**src/hdl/sss_pkg.sv**
```systemverilog
// Constants shared by the serial strobe shifter design
package sss_pkg;
   localparam int unsigned SSS_PROC_CLK_HZ = 3000000;
   localparam int unsigned SSS_SCLK_HZ = 750000;
   localparam int unsigned SSS_DIV_RATIO = SSS_PROC_CLK_HZ / SSS_SCLK_HZ;
   localparam int unsigned SSS_DIV_W = 2;
   localparam logic [SSS_DIV_W-1:0] SSS_DIV_RST = 2'h0;
   localparam logic [SSS_DIV_W-1:0] SSS_DIV_LAST = SSS_DIV_W'(SSS_DIV_RATIO - 1);
   localparam logic [SSS_DIV_W-1:0] SSS_DIV_HALF = SSS_DIV_W'(SSS_DIV_RATIO / 2);
   localparam int unsigned SSS_BITS = 8;
   localparam logic [3:0] SSS_BITS_RST = 4'h0;
   localparam logic [3:0] SSS_BITS_LAST = 4'h7;
   localparam int unsigned SSS_STROBES = 11;
   localparam logic [3:0] SSS_STB_DAC_LOAD = 4'h1;
   localparam logic [3:0] SSS_STB_DISPLAY = 4'h6;
   localparam logic [3:0] SSS_STB_KEYPAD = 4'h7;
   localparam logic [3:0] SSS_STB_WHEEL = 4'hA;
   localparam logic [7:0] SSS_BYTE_RST = 8'h00;
   localparam logic [10:0] SSS_STB_RST = 11'h000;
   typedef enum logic [1:0] {
      SSS_IDLE = 2'b01,
      SSS_SHIFT = 2'b10
   } sss_state_e;
endpackage : sss_pkg

```
**src/hdl/sss_strobe_dec.sv**
```systemverilog
// Address to one-hot strobe decoder
module sss_strobe_dec
   import sss_pkg::*;
(
   input wire logic [3:0] addr_i,
   input wire logic en_i,
   output logic [sss_pkg::SSS_STROBES-1:0] onehot_o
);
   genvar g;
   generate
      for (g = 0; g < SSS_STROBES; g++) begin : g_dec
         // Codes 11..15 hit no output, so a stray address selects nobody
         assign onehot_o[g] = en_i && (addr_i == 4'(g));
      end
   endgenerate
endmodule : sss_strobe_dec

```
**src/hdl/sss_shifter.sv**
```systemverilog
// Serial strobe shifter: byte to MSB-first serial line with destination strobes
// Summary of operation
// - Serial clock is the 3 MHz processor clock divided by four, 750 kHz.
// - One shift clock drives the shifter and goes to every receiver.
// - A byte write starts a transfer; bits leave MSB first.
// - After eight bits the divider is cleared, clocking stops, transfer ends.
// - Four low address bits pick which strobe is asserted.
// - Each strobe enables exactly one destination; no other may capture.
// - Eleven strobes 0..10: 1 DAC load, 6 display, 7 keypad, 10 wheel reset.
// - Shifter and strobe generator have separate chip selects.
module sss_shifter
   import sss_pkg::*;
(
   input wire logic ref_clk_i,
   input wire logic rstn_i,
   input wire logic shifter_select_i,
   input wire logic strobe_gen_select_i,
   input wire logic wr_i,
   input wire logic [3:0] addr_i,
   input wire logic [7:0] data_i,
   output logic busy_o,
   output logic sclk_o,
   output logic sdata_o,
   output logic [sss_pkg::SSS_STROBES-1:0] strobe_o,
   output logic dac_load_strobe_o,
   output logic display_strobe_o,
   output logic keypad_latch_strobe_o,
   output logic wheel_counter_clear_o
);
   import sss_pkg::*;

   sss_state_e state_q, state_d;
   logic [SSS_DIV_W-1:0] div_q;
   logic [3:0] bits_q;
   logic [7:0] shreg_q;
   logic sclk_q;
   logic [SSS_STROBES-1:0] stb_q;

   // Writes only count with their own chip select
   wire byte_wr = wr_i && shifter_select_i && (state_q == SSS_IDLE);
   wire stb_wr = wr_i && strobe_gen_select_i && (state_q == SSS_IDLE);
   wire fall_tick = (state_q == SSS_SHIFT) && (div_q == SSS_DIV_LAST);
   wire rise_tick = (state_q == SSS_SHIFT) && (div_q == SSS_DIV_HALF - 2'h1);
   wire last_bit = fall_tick && (bits_q == SSS_BITS_LAST);
   wire [SSS_STROBES-1:0] stb_sel;

   sss_strobe_dec u_dec (
      .addr_i(addr_i),
      .en_i(stb_wr),
      .onehot_o(stb_sel)
   );

   always_comb begin
      state_d = state_q;
      case (state_q)
         SSS_IDLE: begin
            if (byte_wr) begin
               state_d = SSS_SHIFT;
            end
         end
         SSS_SHIFT: begin
            if (last_bit) begin
               state_d = SSS_IDLE;
            end
         end
         default: state_d = SSS_IDLE;
      endcase
   end

   always_ff @(posedge ref_clk_i) begin
      if (!rstn_i) begin
         state_q <= SSS_IDLE;
      end else begin
         state_q <= state_d;
      end
   end

   // Divide by four; held cleared outside a transfer so the line clock stops
   always_ff @(posedge ref_clk_i) begin
      if (!rstn_i || state_q != SSS_SHIFT) begin
         div_q <= SSS_DIV_RST;
      end else begin
         div_q <= div_q + 2'h1;
      end
   end

   always_ff @(posedge ref_clk_i) begin
      if (!rstn_i) begin
         sclk_q <= 1'b0;
      end else if (rise_tick) begin
         sclk_q <= 1'b1;
      end else if (fall_tick || state_q != SSS_SHIFT) begin
         sclk_q <= 1'b0;
      end
   end

   always_ff @(posedge ref_clk_i) begin
      if (!rstn_i) begin
         bits_q <= SSS_BITS_RST;
      end else if (byte_wr) begin
         bits_q <= SSS_BITS_RST;
      end else if (fall_tick) begin
         bits_q <= bits_q + 4'h1;
      end
   end

   // Data changes on the falling serial edge, receivers sample on the rising one
   always_ff @(posedge ref_clk_i) begin
      if (!rstn_i) begin
         shreg_q <= SSS_BYTE_RST;
      end else if (byte_wr) begin
         shreg_q <= data_i;
      end else if (fall_tick) begin
         shreg_q <= {shreg_q[6:0], 1'b0};
      end
   end

   // A strobe may be picked before the byte write and holds until the end
   always_ff @(posedge ref_clk_i) begin
      if (!rstn_i) begin
         stb_q <= SSS_STB_RST;
      end else if (stb_wr) begin
         stb_q <= stb_sel;
      end else if (last_bit) begin
         stb_q <= SSS_STB_RST;
      end
   end

   assign busy_o = (state_q == SSS_SHIFT);
   assign sclk_o = sclk_q;
   assign sdata_o = shreg_q[7];
   assign strobe_o = stb_q;
   assign dac_load_strobe_o = stb_q[SSS_STB_DAC_LOAD];
   assign display_strobe_o = stb_q[SSS_STB_DISPLAY];
   assign keypad_latch_strobe_o = stb_q[SSS_STB_KEYPAD];
   assign wheel_counter_clear_o = stb_q[SSS_STB_WHEEL];

   // Checks
   strobe_onehot_a: assert property (@(posedge ref_clk_i) disable iff (!rstn_i)
      $onehot0(strobe_o)) else $error("more than one strobe active");
   clk_period_a: assert property (@(posedge ref_clk_i) disable iff (!rstn_i)
      $rose(sclk_o) |-> ##4 $rose(sclk_o) || !busy_o) else $error("serial clock period not four cycles");
   clk_stop_a: assert property (@(posedge ref_clk_i) disable iff (!rstn_i)
      !busy_o |-> ##1 !sclk_o) else $error("serial clock runs while idle");
   xfer_len_a: assert property (@(posedge ref_clk_i) disable iff (!rstn_i)
      $rose(busy_o) |-> busy_o [*8] ##25 !busy_o) else $error("transfer not 32 cycles");
   start_a: assert property (@(posedge ref_clk_i) disable iff (!rstn_i)
      (wr_i && shifter_select_i && !busy_o) |=> busy_o && sdata_o == $past(data_i[7]))
      else $error("write did not start transfer with MSB");
   strobe_hold_a: assert property (@(posedge ref_clk_i) disable iff (!rstn_i)
      (busy_o && !last_bit) |=> strobe_o == $past(strobe_o)) else $error("strobe changed mid transfer");
   strobe_drop_a: assert property (@(posedge ref_clk_i) disable iff (!rstn_i)
      last_bit |=> strobe_o == SSS_STB_RST) else $error("strobe not released at end");
   strobe_sel_a: assert property (@(posedge ref_clk_i) disable iff (!rstn_i)
      (stb_wr && addr_i == SSS_STB_DAC_LOAD) |=> dac_load_strobe_o) else $error("DAC load strobe not decoded");
   bit_order_a: assert property (@(posedge ref_clk_i) disable iff (!rstn_i)
      fall_tick && !last_bit |=> sdata_o == $past(shreg_q[6])) else $error("bit order wrong");

   // Serial clock edges follow the divider phase
   sclk_high_a: assert property (@(posedge ref_clk_i) disable iff (!rstn_i)
      rise_tick |=> sclk_o)
      else $error("serial clock did not rise");

   sclk_low_a: assert property (@(posedge ref_clk_i) disable iff (!rstn_i)
      fall_tick |=> !sclk_o)
      else $error("serial clock did not fall");

   // Receivers see no edge while nothing is sent
   sclk_idle_a: assert property (@(posedge ref_clk_i) disable iff (!rstn_i)
      !busy_o |-> !sclk_o)
      else $error("serial clock high while idle");

   div_idle_a: assert property (@(posedge ref_clk_i) disable iff (!rstn_i)
      !busy_o |-> div_q == SSS_DIV_RST)
      else $error("divider running while idle");

   bits_range_a: assert property (@(posedge ref_clk_i) disable iff (!rstn_i)
      busy_o |-> bits_q <= SSS_BITS_LAST)
      else $error("bit counter beyond last bit");

   busy_done_a: assert property (@(posedge ref_clk_i) disable iff (!rstn_i)
      last_bit |=> !busy_o)
      else $error("transfer did not end after last bit");

   // A byte write during a transfer must not disturb the shifter
   shift_refuse_a: assert property (@(posedge ref_clk_i) disable iff (!rstn_i)
      (busy_o && !fall_tick) |=> shreg_q == $past(shreg_q))
      else $error("shifter changed between falling edges");

   sdata_hold_a: assert property (@(posedge ref_clk_i) disable iff (!rstn_i)
      (busy_o && !fall_tick) |=> $stable(sdata_o))
      else $error("serial data moved off the falling edge");

   // Unused codes must leave every destination deaf
   addr_range_a: assert property (@(posedge ref_clk_i) disable iff (!rstn_i)
      (stb_wr && addr_i > 4'hA) |=> strobe_o == SSS_STB_RST)
      else $error("unused address raised a strobe");

   strobe_zero_a: assert property (@(posedge ref_clk_i) disable iff (!rstn_i)
      (stb_wr && addr_i == 4'h0) |=> strobe_o == 11'h001)
      else $error("strobe zero not decoded");

   wheel_sel_a: assert property (@(posedge ref_clk_i) disable iff (!rstn_i)
      (stb_wr && addr_i == SSS_STB_WHEEL) |=> wheel_counter_clear_o)
      else $error("wheel reset strobe not decoded");

   keypad_sel_a: assert property (@(posedge ref_clk_i) disable iff (!rstn_i)
      (stb_wr && addr_i == SSS_STB_KEYPAD) |=> keypad_latch_strobe_o)
      else $error("keypad strobe not decoded");

   display_sel_a: assert property (@(posedge ref_clk_i) disable iff (!rstn_i)
      (stb_wr && addr_i == SSS_STB_DISPLAY) |=> display_strobe_o)
      else $error("display strobe not decoded");

   // Both chip selects in one cycle: both accesses are taken
   both_sel_a: assert property (@(posedge ref_clk_i) disable iff (!rstn_i)
      (wr_i && shifter_select_i && strobe_gen_select_i && !busy_o && addr_i <= 4'hA) |=> busy_o && strobe_o != SSS_STB_RST)
      else $error("simultaneous selects not both taken");
endmodule : sss_shifter

```
**config.mk**
```make
export PLATFORM = sky130hd
export DESIGN_NAME = sss_shifter
export DESIGN_NICKNAME = d
export VERILOG_FILES = /design/src/hdl/sss_pkg.sv /design/src/hdl/sss_strobe_dec.sv /design/src/hdl/sss_shifter.sv
export SDC_FILE = /design/constraint.sdc
export NUM_CORES = 1
export LEC_CHECK = 0
export BUFFER_PORTS_ARGS = -buffer_cell sky130_fd_sc_hd__buf_2
export CORE_UTILIZATION = 35
export DETAILED_ROUTE_END_ITERATION = 8
export PLACE_DENSITY_LB_ADDON = 0.1
export SYNTH_ARGS = -nofsm -noshare
export SYNTH_HDL_FRONTEND = slang
export SYNTH_SLANG_ARGS = --single-unit
```
**constraint.sdc**
```tcl
create_clock -name ref_clk_i -period 2.55 [get_ports ref_clk_i]
set_clock_uncertainty 0.15 [all_clocks]
set_input_delay 0.3825 -clock ref_clk_i [delete_from_list [all_inputs] [get_ports ref_clk_i]]
set_output_delay 0.3825 -clock ref_clk_i [all_outputs]
set_load 0.005 [all_outputs]
```
======== After elaboration in Yosys (flattened, before gate mapping) ========
Cells that the tools add are included.
cells by class
  $add $sub $neg .......................... 2
  equality and inequality tests ........... 18
  muxes and demuxes ....................... 9
  bitwise operators ....................... 1
  reduce and logical (&&, ||, !) cells .... 27
operator list
  cell                 count
  $mux 11              2
  $eq 4x3->1 const B   5
  $logic_and 1x1->1    18
  $mux 8               2
  $eq 4x4->1 const B   3
  $eq 4x2->1 const B   2
  $reduce_bool 2->1    3
  $add 4x1->4 const B  1
  $eq 2x1->1 const B   2
  $eq 2x2->1 const B   2
  $eq 4x1->1 const B   1
  $logic_not 4->1      1
  $mux 2               2
  $ne 2x2->1 const B   2
  $pmux 2 s2           1
  $add 2x1->2 const B  1
  $logic_or 1x1->1     2
  $mux 1               2
  $ne 2x1->1 const B   1
  $reduce_and 2->1     1
  $reduce_or 2->1      1
  $logic_not 1->1      1
  $not 1->1            1
storage, ports and cells
  bits in registers ....................... 28
  bits of input ports ..................... 17
  logic and storage cells ................. 63

======== Longest topological paths before layout ========
Gate-level depths: netlist of run 1.
  depth in word-level cells ............... 5
  mapped depth ............................ 5
  gate-level depth less buffers ........... 4

======== Cells and area by module ========
A second synthesis of run 1 with hierarchy kept.
second synthesis, totals
  cells, all modules ...................... 120
  area, all modules ....................... 1213.7 sq um
by module, submodules not included
  module          instances  cells an instance  area an instance (sq um)  seq. area each (sq um)
  sss_shifter     1          103                1123.6                    560.5
  sss_strobe_dec  1          17                 90.1                      0.0

======== Least setup slack after synthesis of run 1 ========
OpenSTA, ideal clock, no wires.
  kind .................................... register to register
  start ................................... reg div_q[0]
  end ..................................... reg stb_q[4], in the netlist strobe_o[4]
  setup time .............................. 0.072 ns
  arrival ................................. 1.311 ns
  data required time ...................... 2.328 ns
  slack ................................... 1.018 ns
  cell stages (with the launch flop) ...... 6
  path buffers ............................ 1
  cell sequence ........................... dfxtp_1 > ha_1 > and4b_4 > a311oi_2 > buf_4 > o2bb2ai_1
between the ends
  longest elaborated chain between the ends .. 4
ends and longest elaborated chain
  element                      RTL line            source
  start: declaration           sss_shifter.sv:33   logic [SSS_DIV_W-1:0] div_q;
  start signal: assignment     sss_shifter.sv:83   div_q <= div_q + 2'h1;
  $eq 2x2->1                   sss_shifter.sv:42   wire fall_tick = (state_q == SSS_SHIFT) && (div_q == SSS_DIV_LAST);
  $logic_and 1x1->1            sss_shifter.sv:42
  $logic_and 1x1->1            sss_shifter.sv:44   wire last_bit = fall_tick && (bits_q == SSS_BITS_LAST);
  $reduce_bool 2->1 (no line)  n/a
  end signal: assignment       sss_shifter.sv:123  stb_q <= stb_sel;
  end: declaration             sss_shifter.sv:37   logic [SSS_STROBES-1:0] stb_q;
No other way between the ends.
A chain may end at the register's enable or synchronous reset.

======== Worst setup path in the final report of run 1 ========
  start ................................... reg div_q[0]
  end ..................................... reg stb_q[10], in the netlist strobe_o[10]
The elaborated chain is that of the path after synthesis.

==> metrics.cfg, run 1 <==
[outcome]
outcome = finished, final reports clean

[place]
hpwl_mm = 1.829
gp_congestion = 0.7079
port_buffers = 34

[sta]
period_share_pct = 75.89
hold_viol_final = 0
tns_ns = 0
rsz0062_at_grt = false
fmax_mhz = 516.7
holdWs_ns = 0.1341
period_minus_slack_ns = 1.935
maxSlewViolCount = 0
worst_slew_pin_slew_ns = 0.7852
slew_headroom_pct = 47.65
finalSetupViolations = 0

[drt]
viasPerCell = 4.836
drc = 0
num_vias = 943
dr.pass1.iters = 4
totalWireLength_mm = 2.454
drtIter0Drc = 32
antenna_left = 0
wire_per_inst_um = 12.58

[clocking]
cts.reportedPaths.clkPinSlew_ns = 0.15
clkLatencyLatePin_ns = 0.33
cts_buffer_depth = 2
cts_sinks = 28
cts_setup_buffers = 0
cts_tree = yes
ctsHoldBuffers = 0
cts_resized = 0
cts_buffers = 3
cts-root-buf = clkbuf_4
h-tree-depth = 1

[worst_hold_path]
min_from = data_i[0]
hold_class = in2reg

[cells_and_area]
multi_input_area_um2 = 508.0
nFillCells = 333
layout.nets = 172
n_antenna_cell = 0
ff_latch_area_um2 = 560.5
syn2layout_area_growth_pct = 17.88
drive_gt1_share_pct = 27.81

[power_and_ir_drop]
p_seq_share_pct = 62.2
internal_power_uw = 562.6
swShare_pct = 23.45
leakagePower_uw = 0.0005967
power.density_nw_per_um2 = 543.3
p_comb_share_pct = 8.2
switching_power_uw = 172.3
vdd.ir_drop.worst_mv = 0.2584
power_frac_clock_pct = 29.6

[setup_path]
max_stage_delay_ns = 0.71
crit_chain = ha_1, and4b_4, a311oi_2, a32o_2
critPathLaunch = div_q[0]
crit_path_end_kind = register
critPathRequiredTime_ns = 2.68
critPathLaunchType = register
arrival_ns = 2.07
path_class = reg2reg
r2r_start = div_q[0]
worstPathMaxFanout = 11
slowest_stage = a311oi_2

[grt]
grt_max_degree = 16
grt_pass1_vias = 868
antenna_found_initial = 0
grt_usage_pct = 15.30
grt_pass1_wl_mm = 3.953
grt_overflow = 0

[logic_synthesis]
yosys.area.top_type_share_pct = 48.85
syn_nets = 142
yosysSeqAreaShare_pct = 48.85
yosysWarnings = 0
ys_seq_elements = 28
ys_types = 28
syn-cell-area_um2 = 1147
synth_flop_cell = dfxtp_1
synthArstFlopShare_pct = 0
synthTopCellsByArea = dfxtp_1 49%, a21oi_1 6.5%, o2bb2ai_1 6.1%
synth_area_leader_cell = dfxtp_1
avgSynthCellArea_um2 = 9.405
synth_edf_count = 0
synth_cells = 122

[floorplan]
initial_utilization_pct = 37.28
rows = 20
die_w_um = 59.26
io_pins = 35
coreArea_um2 = 3078
dieHeight_um = 59.26
die-area_um2 = 3511

[flow_run]
drv_cap = 0

==> flip-flops by register name, indices dropped and copies added (netlist names) <==
| name | count |
|---|---|
| div_q | 2 |
| shreg_q | 8 |
| bits_q | 4 |
| state_q | 2 |
| sclk_o | 1 |
| strobe_o | 11 |
==> kinds of logic (layout without fill, tap and decap cells) <==
kind of cell    Yosys count  in the layout  share of synthesized area (%)
compound gates           37             37                          21.92
flops                    28             28                          48.86
buf+inv                  15             44                          6.870
simple gates             37             37                          17.56
xor+xnor                  2              2                          1.527
fa+ha+maj                 3              3                          3.272
==> power groups by stage <==
stage | sequential (uW) | combinational, uW | clock [uW]
2_1_floorplan | 465 | 37.4 | 0
3_3_place_gp | 466 | 59.4 | 0
3_5_place_dp | 466 | 60.6 | 0
4_1_cts | 457 | 60.8 | 223
5_1_grt | 459 | 68.6 | 245
6_report | 457 | 60.2 | 218
==> layout by cell type (no fill, tap or decap), types with 3 or more instances in the layout <==
master	n
nand2_1	14
nor2_1	6
and4b_1	3
ha_1	3
o2bb2ai_1	8
nand3_1	4
inv_1	6
dfxtp_1	28
o21ai_0	6
buf_2	34
a21oi_1	15
clkbuf_4	3
==> Yosys cell counts, drive strengths merged (2+ instances only) <==
master / instances
o22ai: 2
o21ai: 6
xnor2: 2
o2bb2ai: 8
nand4b: 2
buf: 8
a21oi: 15
and4b: 4
ha: 3
nand2: 14
a32o: 3
nor3: 2
nand3: 4
dfxtp: 28
inv: 6
nor2: 6
==> metrics by stage <==
stage	total power, uW	area [um2]	utilization (%)	std cells	setup slack [ns]
after floorplan	502.1	1147	-	122	1.018
after global placement	525.4	1316	42.76	191	0.6781
after detailed placement	527.0	1316	42.76	191	0.6483
after CTS	740.6	1353	43.94	195	0.6106
after global routing	772.2	1353	43.94	195	0.4953
final	734.9	1353	43.94	195	0.6148
==> critical path, delay by kind of cell (launching register included) <==
kind	cells	cell delay [ns]
flops	1	0.35
compound gates	2	0.92
simple gates	1	0.23
fa+ha+maj	1	0.23
==> per-layer routing <==
metal  routed length (um)  track usage, %  up-vias
li1                     -               -      490
met1                 1252           21.38      432
met2                 1080           22.63       19
met3                  101           2.838        2
met4                   19           7.143        0
met5                    0               0        -
==> path summary, 6_finish.rpt <==
check                           cells after the start      endpoint  slack (ns)
worst min-delay path                                3    shreg_q[0]        0.13
worst max register to register                      4  strobe_o[10]        0.61
worst max-delay path                                4  strobe_o[10]        0.61
worst min register to register                      1      div_q[0]        0.31
==> area by class of cell <==
| class | instances | share of cell area, % |
|---|---|---|
| Sequential cell | 28 | 41.44 |
| Multi-Input combinational cell | 79 | 37.56 |
| Timing Repair Buffer | 34 | 12.58 |
| Tap cell | 44 | 4.070 |
| Clock buffer | 4 | 2.683 |
| Inverter | 6 | 1.665 |
Note: power is estimated with default switching activity, not from simulation.
==> inputs of run 2 (changes only) <==
==> constraint.sdc (replaced) <==
create_clock -name ref_clk_i -period 1.55 [get_ports ref_clk_i]
set_clock_uncertainty 0.15 [all_clocks]
set_input_delay 0.2325 -clock ref_clk_i [delete_from_list [all_inputs] [get_ports ref_clk_i]]
set_output_delay 0.2325 -clock ref_clk_i [all_outputs]
set_load 0.005 [all_outputs]
==> run 2 against run 1 <==
Compared with the run above:
- sequential share of layout area shrank 2.5 points
- global-route usage grew 0.39 points
- cell area grew 7.5%
- critical path depth grew 1
- die area is the same
- combinational power grew 89%
- fmax grew 25%
- wire length grew 5.4%
- critical endpoint is now strobe_o[4]
==> metrics.cfg, run 2 (synthesized netlist as in run 1, its figures left out) <==
[outcome]
outcome = finished, final reports clean  ; unchanged

[floorplan]
dieHeight_um = 59.26  ; unchanged
coreArea_um2 = 3078  ; unchanged
die_w_um = 59.26  ; unchanged
rows = 20  ; unchanged
io_pins = 35  ; unchanged
die-area_um2 = 3511  ; unchanged
initial_utilization_pct = 37.28  ; unchanged

[setup_path]
critPathLaunch = bits_q[0]  ; was div_q[0]
worstSetupEndpoint = strobe_o[4]  ; was strobe_o[10]
rr_worst_depth = 5  ; was 4
reg2reg_to = strobe_o[4]  ; was strobe_o[10]
max_stage_delay_ns = 0.36  ; was 0.71 ns
cp.depth = 5  ; was 4
crit_path_end_kind = register  ; unchanged
slowest_stage = dfxtp_2  ; was a311oi_2
crit_chain = ha_2, and4b_4, a311oi_4, buf_4, o2bb2ai_1  ; was ha_1, and4b_4, a311oi_2, a32o_2
r2r_start = bits_q[0]  ; was div_q[0]
crit_family = compound AO/OA/AOI/OAI gates  ; unchanged
critPathRequiredTime_ns = 1.65  ; was 2.68 ns
worstPathMaxFanout = 6  ; was 11
arrival_ns = 1.65  ; was 2.07 ns
ff2ff_setup_slack_ns = 0.003  ; was 0.61 ns
critPathLaunchType = register  ; unchanged
critPathBufInv = 1  ; was 0
path_class = reg2reg  ; unchanged

[grt]
grt_max_degree = 16  ; unchanged
grtUsageMet3_pct = 3.275  ; was 2.838%
grt_pass1_wl_mm = 4.133  ; was 3.953 mm
met2_usage_pct = 25.20  ; was 22.63%
grt_pass1_vias = 961  ; was 868
use_met1_pct = 21.33  ; was 21.38%
grt_overflow = 0  ; unchanged
antenna_found_initial = 0  ; unchanged
grt-busiest-layer = met2  ; unchanged
grt_usage_pct = 15.69  ; was 15.30%

[drt]
viasPerCell = 4.898  ; was 4.836
drc = 0  ; unchanged
totalWireLength_mm = 2.587  ; was 2.454 mm
drtIter0Drc = 35  ; was 32
antenna_left = 0  ; unchanged
wire_per_inst_um = 12.62  ; was 12.58 um
num_vias = 1004  ; was 943
dr.pass1.iters = 4  ; unchanged

[clocking]
h-tree-depth = 1  ; unchanged
cts_tree = yes  ; unchanged
cts-root-buf = clkbuf_4  ; unchanged
cts_sinks = 28  ; unchanged
cts.reportedPaths.clkPinSlew_ns = 0.15  ; about the same
cts_buffer_depth = 2  ; unchanged
cts_buffers = 3  ; unchanged
clkLatencyLatePin_ns = 0.32  ; was 0.33 ns

[sta]
rsz0062_at_grt = true  ; was false
holdWs_ns = 0.02950  ; was 0.1341 ns
hold_viol_final = 0  ; unchanged
worst_slew_pin_slew_ns = 0.3393  ; was 0.7852 ns
period_share_pct = 99.83  ; was 75.89%
maxSlewViolCount = 0  ; unchanged
slew_headroom_pct = 77.37  ; was 47.65%
fmax_mhz = 646.3  ; was 516.7 MHz
period_minus_slack_ns = 1.547  ; was 1.935 ns
finalSetupViolations = 0  ; unchanged

[power_and_ir_drop]
switching_power_uw = 274.5  ; was 172.3 uW
vdd.ir_drop.worst_mv = 0.3881  ; was 0.2584 mV
p_comb_share_pct = 9.4  ; was 8.2%
internal_power_uw = 936.2  ; was 562.6 uW
swShare_pct = 22.67  ; was 23.45%
p_seq_share_pct = 62.1  ; was 62.2%
power_frac_clock_pct = 28.5  ; was 29.6%
leakagePower_uw = 0.0006428  ; was 0.0005967 uW
power.density_nw_per_um2 = 832.7  ; was 543.3 nW/um2

[place]
hpwl_mm = 1.855  ; was 1.829 mm
dpl_cell_area_um2 = 1369  ; was 1316 um2
gp_congestion = 0.7993  ; was 0.7079
port_buffers = 34  ; unchanged

[cells_and_area]
mostFrequentLayoutCell = buf_2  ; unchanged
drive_gt1_share_pct = 36.65  ; was 27.81%
syn2layout_area_growth_pct = 26.72  ; was 17.88%
largest_reg_flops = 11  ; unchanged
nFillCells = 330  ; was 333
final_area_um2 = 1454  ; was 1353 um2
finalCoreUtilization_pct = 47.24  ; was 43.94%
layout_common_cells = 34 x buf_2, 23 x dfxtp_1, 15 x a21oi_1, 14 x nand2_1, 9 x buf_4  ; was 34 x buf_2, 28 x dfxtp_1, 15 x a21oi_1, 14 x nand2_1, 8 x o2bb2ai_1
layout.nets = 182  ; was 172
n_antenna_cell = 0  ; unchanged

[flow_run]
drv_cap = 0  ; unchanged

[worst_hold_path]
min_from = data_i[3]  ; was data_i[0]
hold_class = in2reg  ; unchanged

run 2: per-layer routing:
layer / vias to the layer above / share of wire [%]
met5: - / 0
met4: 0 / 0.66
met1: 472 / 50
met2: 15 / 46
met3: 2 / 3.6
li1: 515 / -
run 2: repair_timing:
action | CTS | global route
hold endpoints to repair | 1 | 0
pin swaps | 3 | 0
gates resized for setup | 6 | 5
endpoints found under the setup margin | 11 | 21
cloned | 1 | 0
setup buffers | 1 | 0
hold buffers | 1 | 0
run 2: metrics by stage:
step	setup slack [ns]	instances	setup TNS [ns]	total power, uW
after detailed placement	0.01353	198	0	874.3
after CTS	0.004293	205	0	1229
after global routing	-0.04567	205	-0.3241	1274
after global placement	0.02996	198	0	871.8
final	0.002619	205	0	1211
after floorplan	0.01752	122	0	826.1
run 2: final cells by class:
class | count | area, um2 | area share [%]
flip-flops and latches | 28 | 566.8 | 38.98
multi-input cells | 79 | 525.5 | 36.14
repair buffers | 44 | 247.7 | 17.04
well taps | 44 | 55.05 | 3.787
clock buffers | 4 | 36.28 | 2.496
inverters | 6 | 22.52 | 1.549
run 2: worst min path at each step:
| stage | endpoint | slack, ns | cells after the start |
|---|---|---|---|
| 2_1_floorplan | shreg_q[0] | 0.22 | 2 |
| 3_3_place_gp | shreg_q[5] | 0.29 | 2 |
| 3_5_place_dp | strobe_o[2] | 0.29 | 1 |
| 4_1_cts | shreg_q[3] | 0.02 | 3 |
| 5_1_grt | shreg_q[3] | 0.03 | 3 |
| 6_report | shreg_q[3] | 0.03 | 3 |
run 2: worst register-to-register path: stages (launching register included):
cell and delay (ns):
dfxtp_2 0.36, ha_2 0.18, and4b_4 0.21, a311oi_4 0.28
buf_4 0.20, o2bb2ai_1 0.11
run 2: power by group through the flow:
stage	registers, uW	clock network [uW]	logic [uW]
after floorplan	765	0	61.5
after global placement	766	0	106
after detailed placement	767	0	107
after CTS	752	366	111
after global routing	756	391	127
final	752	345	114
==> inputs of run 3 (changes only) <==
--- a/config.mk
+++ b/config.mk
@@ -8,7 +8,7 @@
 export BUFFER_PORTS_ARGS = -buffer_cell sky130_fd_sc_hd__buf_2
 export CORE_UTILIZATION = 35
 export DETAILED_ROUTE_END_ITERATION = 8
-export PLACE_DENSITY_LB_ADDON = 0.1
+export PLACE_DENSITY = 0.57
 export SYNTH_ARGS = -nofsm -noshare
 export SYNTH_HDL_FRONTEND = slang
 export SYNTH_SLANG_ARGS = --single-unit
==> run 3 against run 2 <==
Compared with the run above:
- die area unchanged
- largest power group unchanged
- power down 2.9%
- sequential share of layout area down 1.6 points
- sequential cell count unchanged
- the run now ends with setup timing left
- worst hold slack worse by 0.00063 ns
==> metrics.cfg, run 3 (synthesized netlist as in run 1, its figures left out) <==
[outcome]
outcome = finished with violations  ; was finished, final reports clean
violations = setup timing

[worst_hold_path]
min_to = strobe_o[9]  ; was shreg_q[3]
hold_class = in2reg  ; unchanged
min_path_cells = 2  ; was 3
min_from = addr_i[0]  ; was data_i[3]

[grt]
grt_pass1_vias = 1009  ; was 961
grt_usage_pct = 16.25  ; was 15.69%
antenna_found_initial = 0  ; unchanged
grt_overflow = 0  ; unchanged
grt_max_degree = 15  ; was 16
grt_pass1_wl_mm = 4.291  ; was 4.133 mm

[drt]
dr.pass1.iters = 4  ; unchanged
antenna_left = 0  ; unchanged
wire_per_inst_um = 12.98  ; was 12.62 um
totalWireLength_mm = 2.687  ; was 2.587 mm
viasPerCell = 5.068  ; was 4.898
m1WireLength_mm = 1.250  ; was 1.292 mm
drc = 0  ; unchanged
highest_layer = met4  ; unchanged
dr_wl_met3_um = 96  ; was 93 um
dr_wl_met2_mm = 1.308  ; was 1.183 mm
num_vias = 1049  ; was 1,004
drtIter0Drc = 55  ; was 35

[cells_and_area]
n_antenna_cell = 0  ; unchanged
syn2layout_area_growth_pct = 32.06  ; was 26.72%
layout.nets = 185  ; was 182
largest_reg_flops = 11  ; unchanged
mostFrequentLayoutCell = buf_2  ; unchanged
drive_gt1_share_pct = 41.72  ; was 36.65%
final_cells = 207  ; was 205
layout_common_cells = 34 x buf_2, 23 x dfxtp_1, 14 x nand2_1, 14 x a21oi_1, 11 x buf_4  ; was 34 x buf_2, 23 x dfxtp_1, 15 x a21oi_1, 14 x nand2_1, 9 x buf_4
finalCoreUtilization_pct = 49.23  ; was 47.24%

[clocking]
cts_buffers = 3  ; unchanged
clkLatencyLatePin_ns = 0.33  ; was 0.32 ns
cts_tree = yes  ; unchanged
cts_buffer_depth = 2  ; unchanged
cts-root-buf = clkbuf_4  ; unchanged
cts.reportedPaths.clkPinSlew_ns = 0.15  ; about the same
cts_sinks = 28  ; unchanged
h-tree-depth = 1  ; unchanged

[floorplan]
coreArea_um2 = 3078  ; unchanged
die_w_um = 59.26  ; unchanged
initial_utilization_pct = 37.28  ; unchanged
io_pins = 35  ; unchanged
die-area_um2 = 3511  ; unchanged
dieHeight_um = 59.26  ; unchanged
rows = 20  ; unchanged

[setup_path]
r2r_start = div_q[0]  ; was bits_q[0]
arrival_ns = 1.67  ; was 1.65 ns
critPathBufInv = 1  ; unchanged
crit_family = compound AO/OA/AOI/OAI gates  ; unchanged
ff2ff_setup_slack_ns = -0.01  ; was 0.003 ns
reg2reg_to = strobe_o[7]  ; was strobe_o[4]
crit_chain = ha_4, and4b_4, a311oi_2, buf_4, o2bb2ai_1  ; was ha_2, and4b_4, a311oi_4, buf_4, o2bb2ai_1
path_class = reg2reg  ; unchanged
slowest_stage = dfxtp_2  ; unchanged
crit_path_end_kind = register  ; unchanged
max_stage_delay_ns = 0.36  ; about the same
critPathRequiredTime_ns = 1.66  ; was 1.65 ns
critPathLaunchType = register  ; unchanged
rr_worst_depth = 5  ; unchanged
worstPathMaxFanout = 6  ; unchanged

[sta]
worst_slew_pin_slew_ns = 0.3447  ; was 0.3393 ns
period_minus_slack_ns = 1.564  ; was 1.547 ns
maxSlewViolCount = 0  ; unchanged
fmax_mhz = 639.5  ; was 646.3 MHz
hold_viol_final = 0  ; unchanged
fin_ws_ns = -0.01380  ; was 0.002619 ns
period_share_pct = 100.9  ; was 99.83%
holdWs_ns = 0.02888  ; was 0.02950 ns
slew_headroom_pct = 76.90  ; was 77.37%
finalSetupViolations = 2  ; was 0
rsz0062_at_grt = true  ; unchanged

[power_and_ir_drop]
power.density_nw_per_um2 = 776.3  ; was 832.7 nW/um2
vdd.ir_drop.worst_mv = 0.3318  ; was 0.3881 mV
leakagePower_uw = 0.0006610  ; was 0.0006428 uW
total_power_uw = 1176  ; was 1211 uW

[place]
placed_cells = 200  ; was 198
hpwl_mm = 1.972  ; was 1.855 mm
port_buffers = 34  ; unchanged
gp_congestion = 0.7879  ; was 0.7993

[flow_run]
drv_cap = 0  ; unchanged

## run 3: changes by cell type in the layout (fill, tap and decap cells not counted), sizes merged
cell / delta
clkbuf: -1
buf: +3
## run 3: repair_timing
item	in CTS	in global routing
cloned	1	0
gates resized for setup	5	15
endpoints found under the setup margin	13	20
pin swaps	1	1
endpoints found under the hold margin	1	0
hold buffers	1	0
buffers inserted	0	2
## run 3: per-stage QoR
step | worst slack (ns) | TNS (ns) | area [um2]
2_1_floorplan | 0.01752 | 0 | 1147
3_3_place_gp | 0.03591 | 0 | 1384
3_5_place_dp | -0.01241 | -0.03996 | 1384
4_1_cts | 0.002774 | 0 | 1436
5_1_grt | -0.06474 | -0.3808 | 1515
6_report | -0.01380 | -0.01492 | 1515
## run 3: layer usage
| layer | track usage [%] | up-vias |
|---|---|---|
| li1 | - | 523 |
| met1 | 19.73 | 500 |
| met2 | 27.77 | 22 |
| met3 | 3.275 | 4 |
| met4 | 6.803 | 0 |
| met5 | 0 | - |
## run 3: how the worst max path moves through the flow
stage	from	end	cells after the start	slack, ns
CTS	bits_q[0]	strobe_o[6]	5	0.003
floorplan	div_q[0]	strobe_o[4]	5	0.02
global route	div_q[0]	strobe_o[7]	5	-0.06
finish	div_q[0]	strobe_o[7]	5	-0.01
global placement	div_q[0]	strobe_o[5]	5	0.04
detailed placement	div_q[0]	strobe_o[7]	5	-0.01
## run 3: power breakdown
group / switching, uW / internal, uW
combinational: 66.5 / 56.9
sequential: 11.9 / 739
clock: 210 / 91.4
total: 289 / 888
## run 3: cell type report
type                       instances  area (um2)
sequential                        28       566.8
inverter                           6       22.52
clock buffer                       3       22.52
fill                             314        1563
tap                               44       55.05
timing repair buffer              47       274.0
multi-input combinational         79       574.3
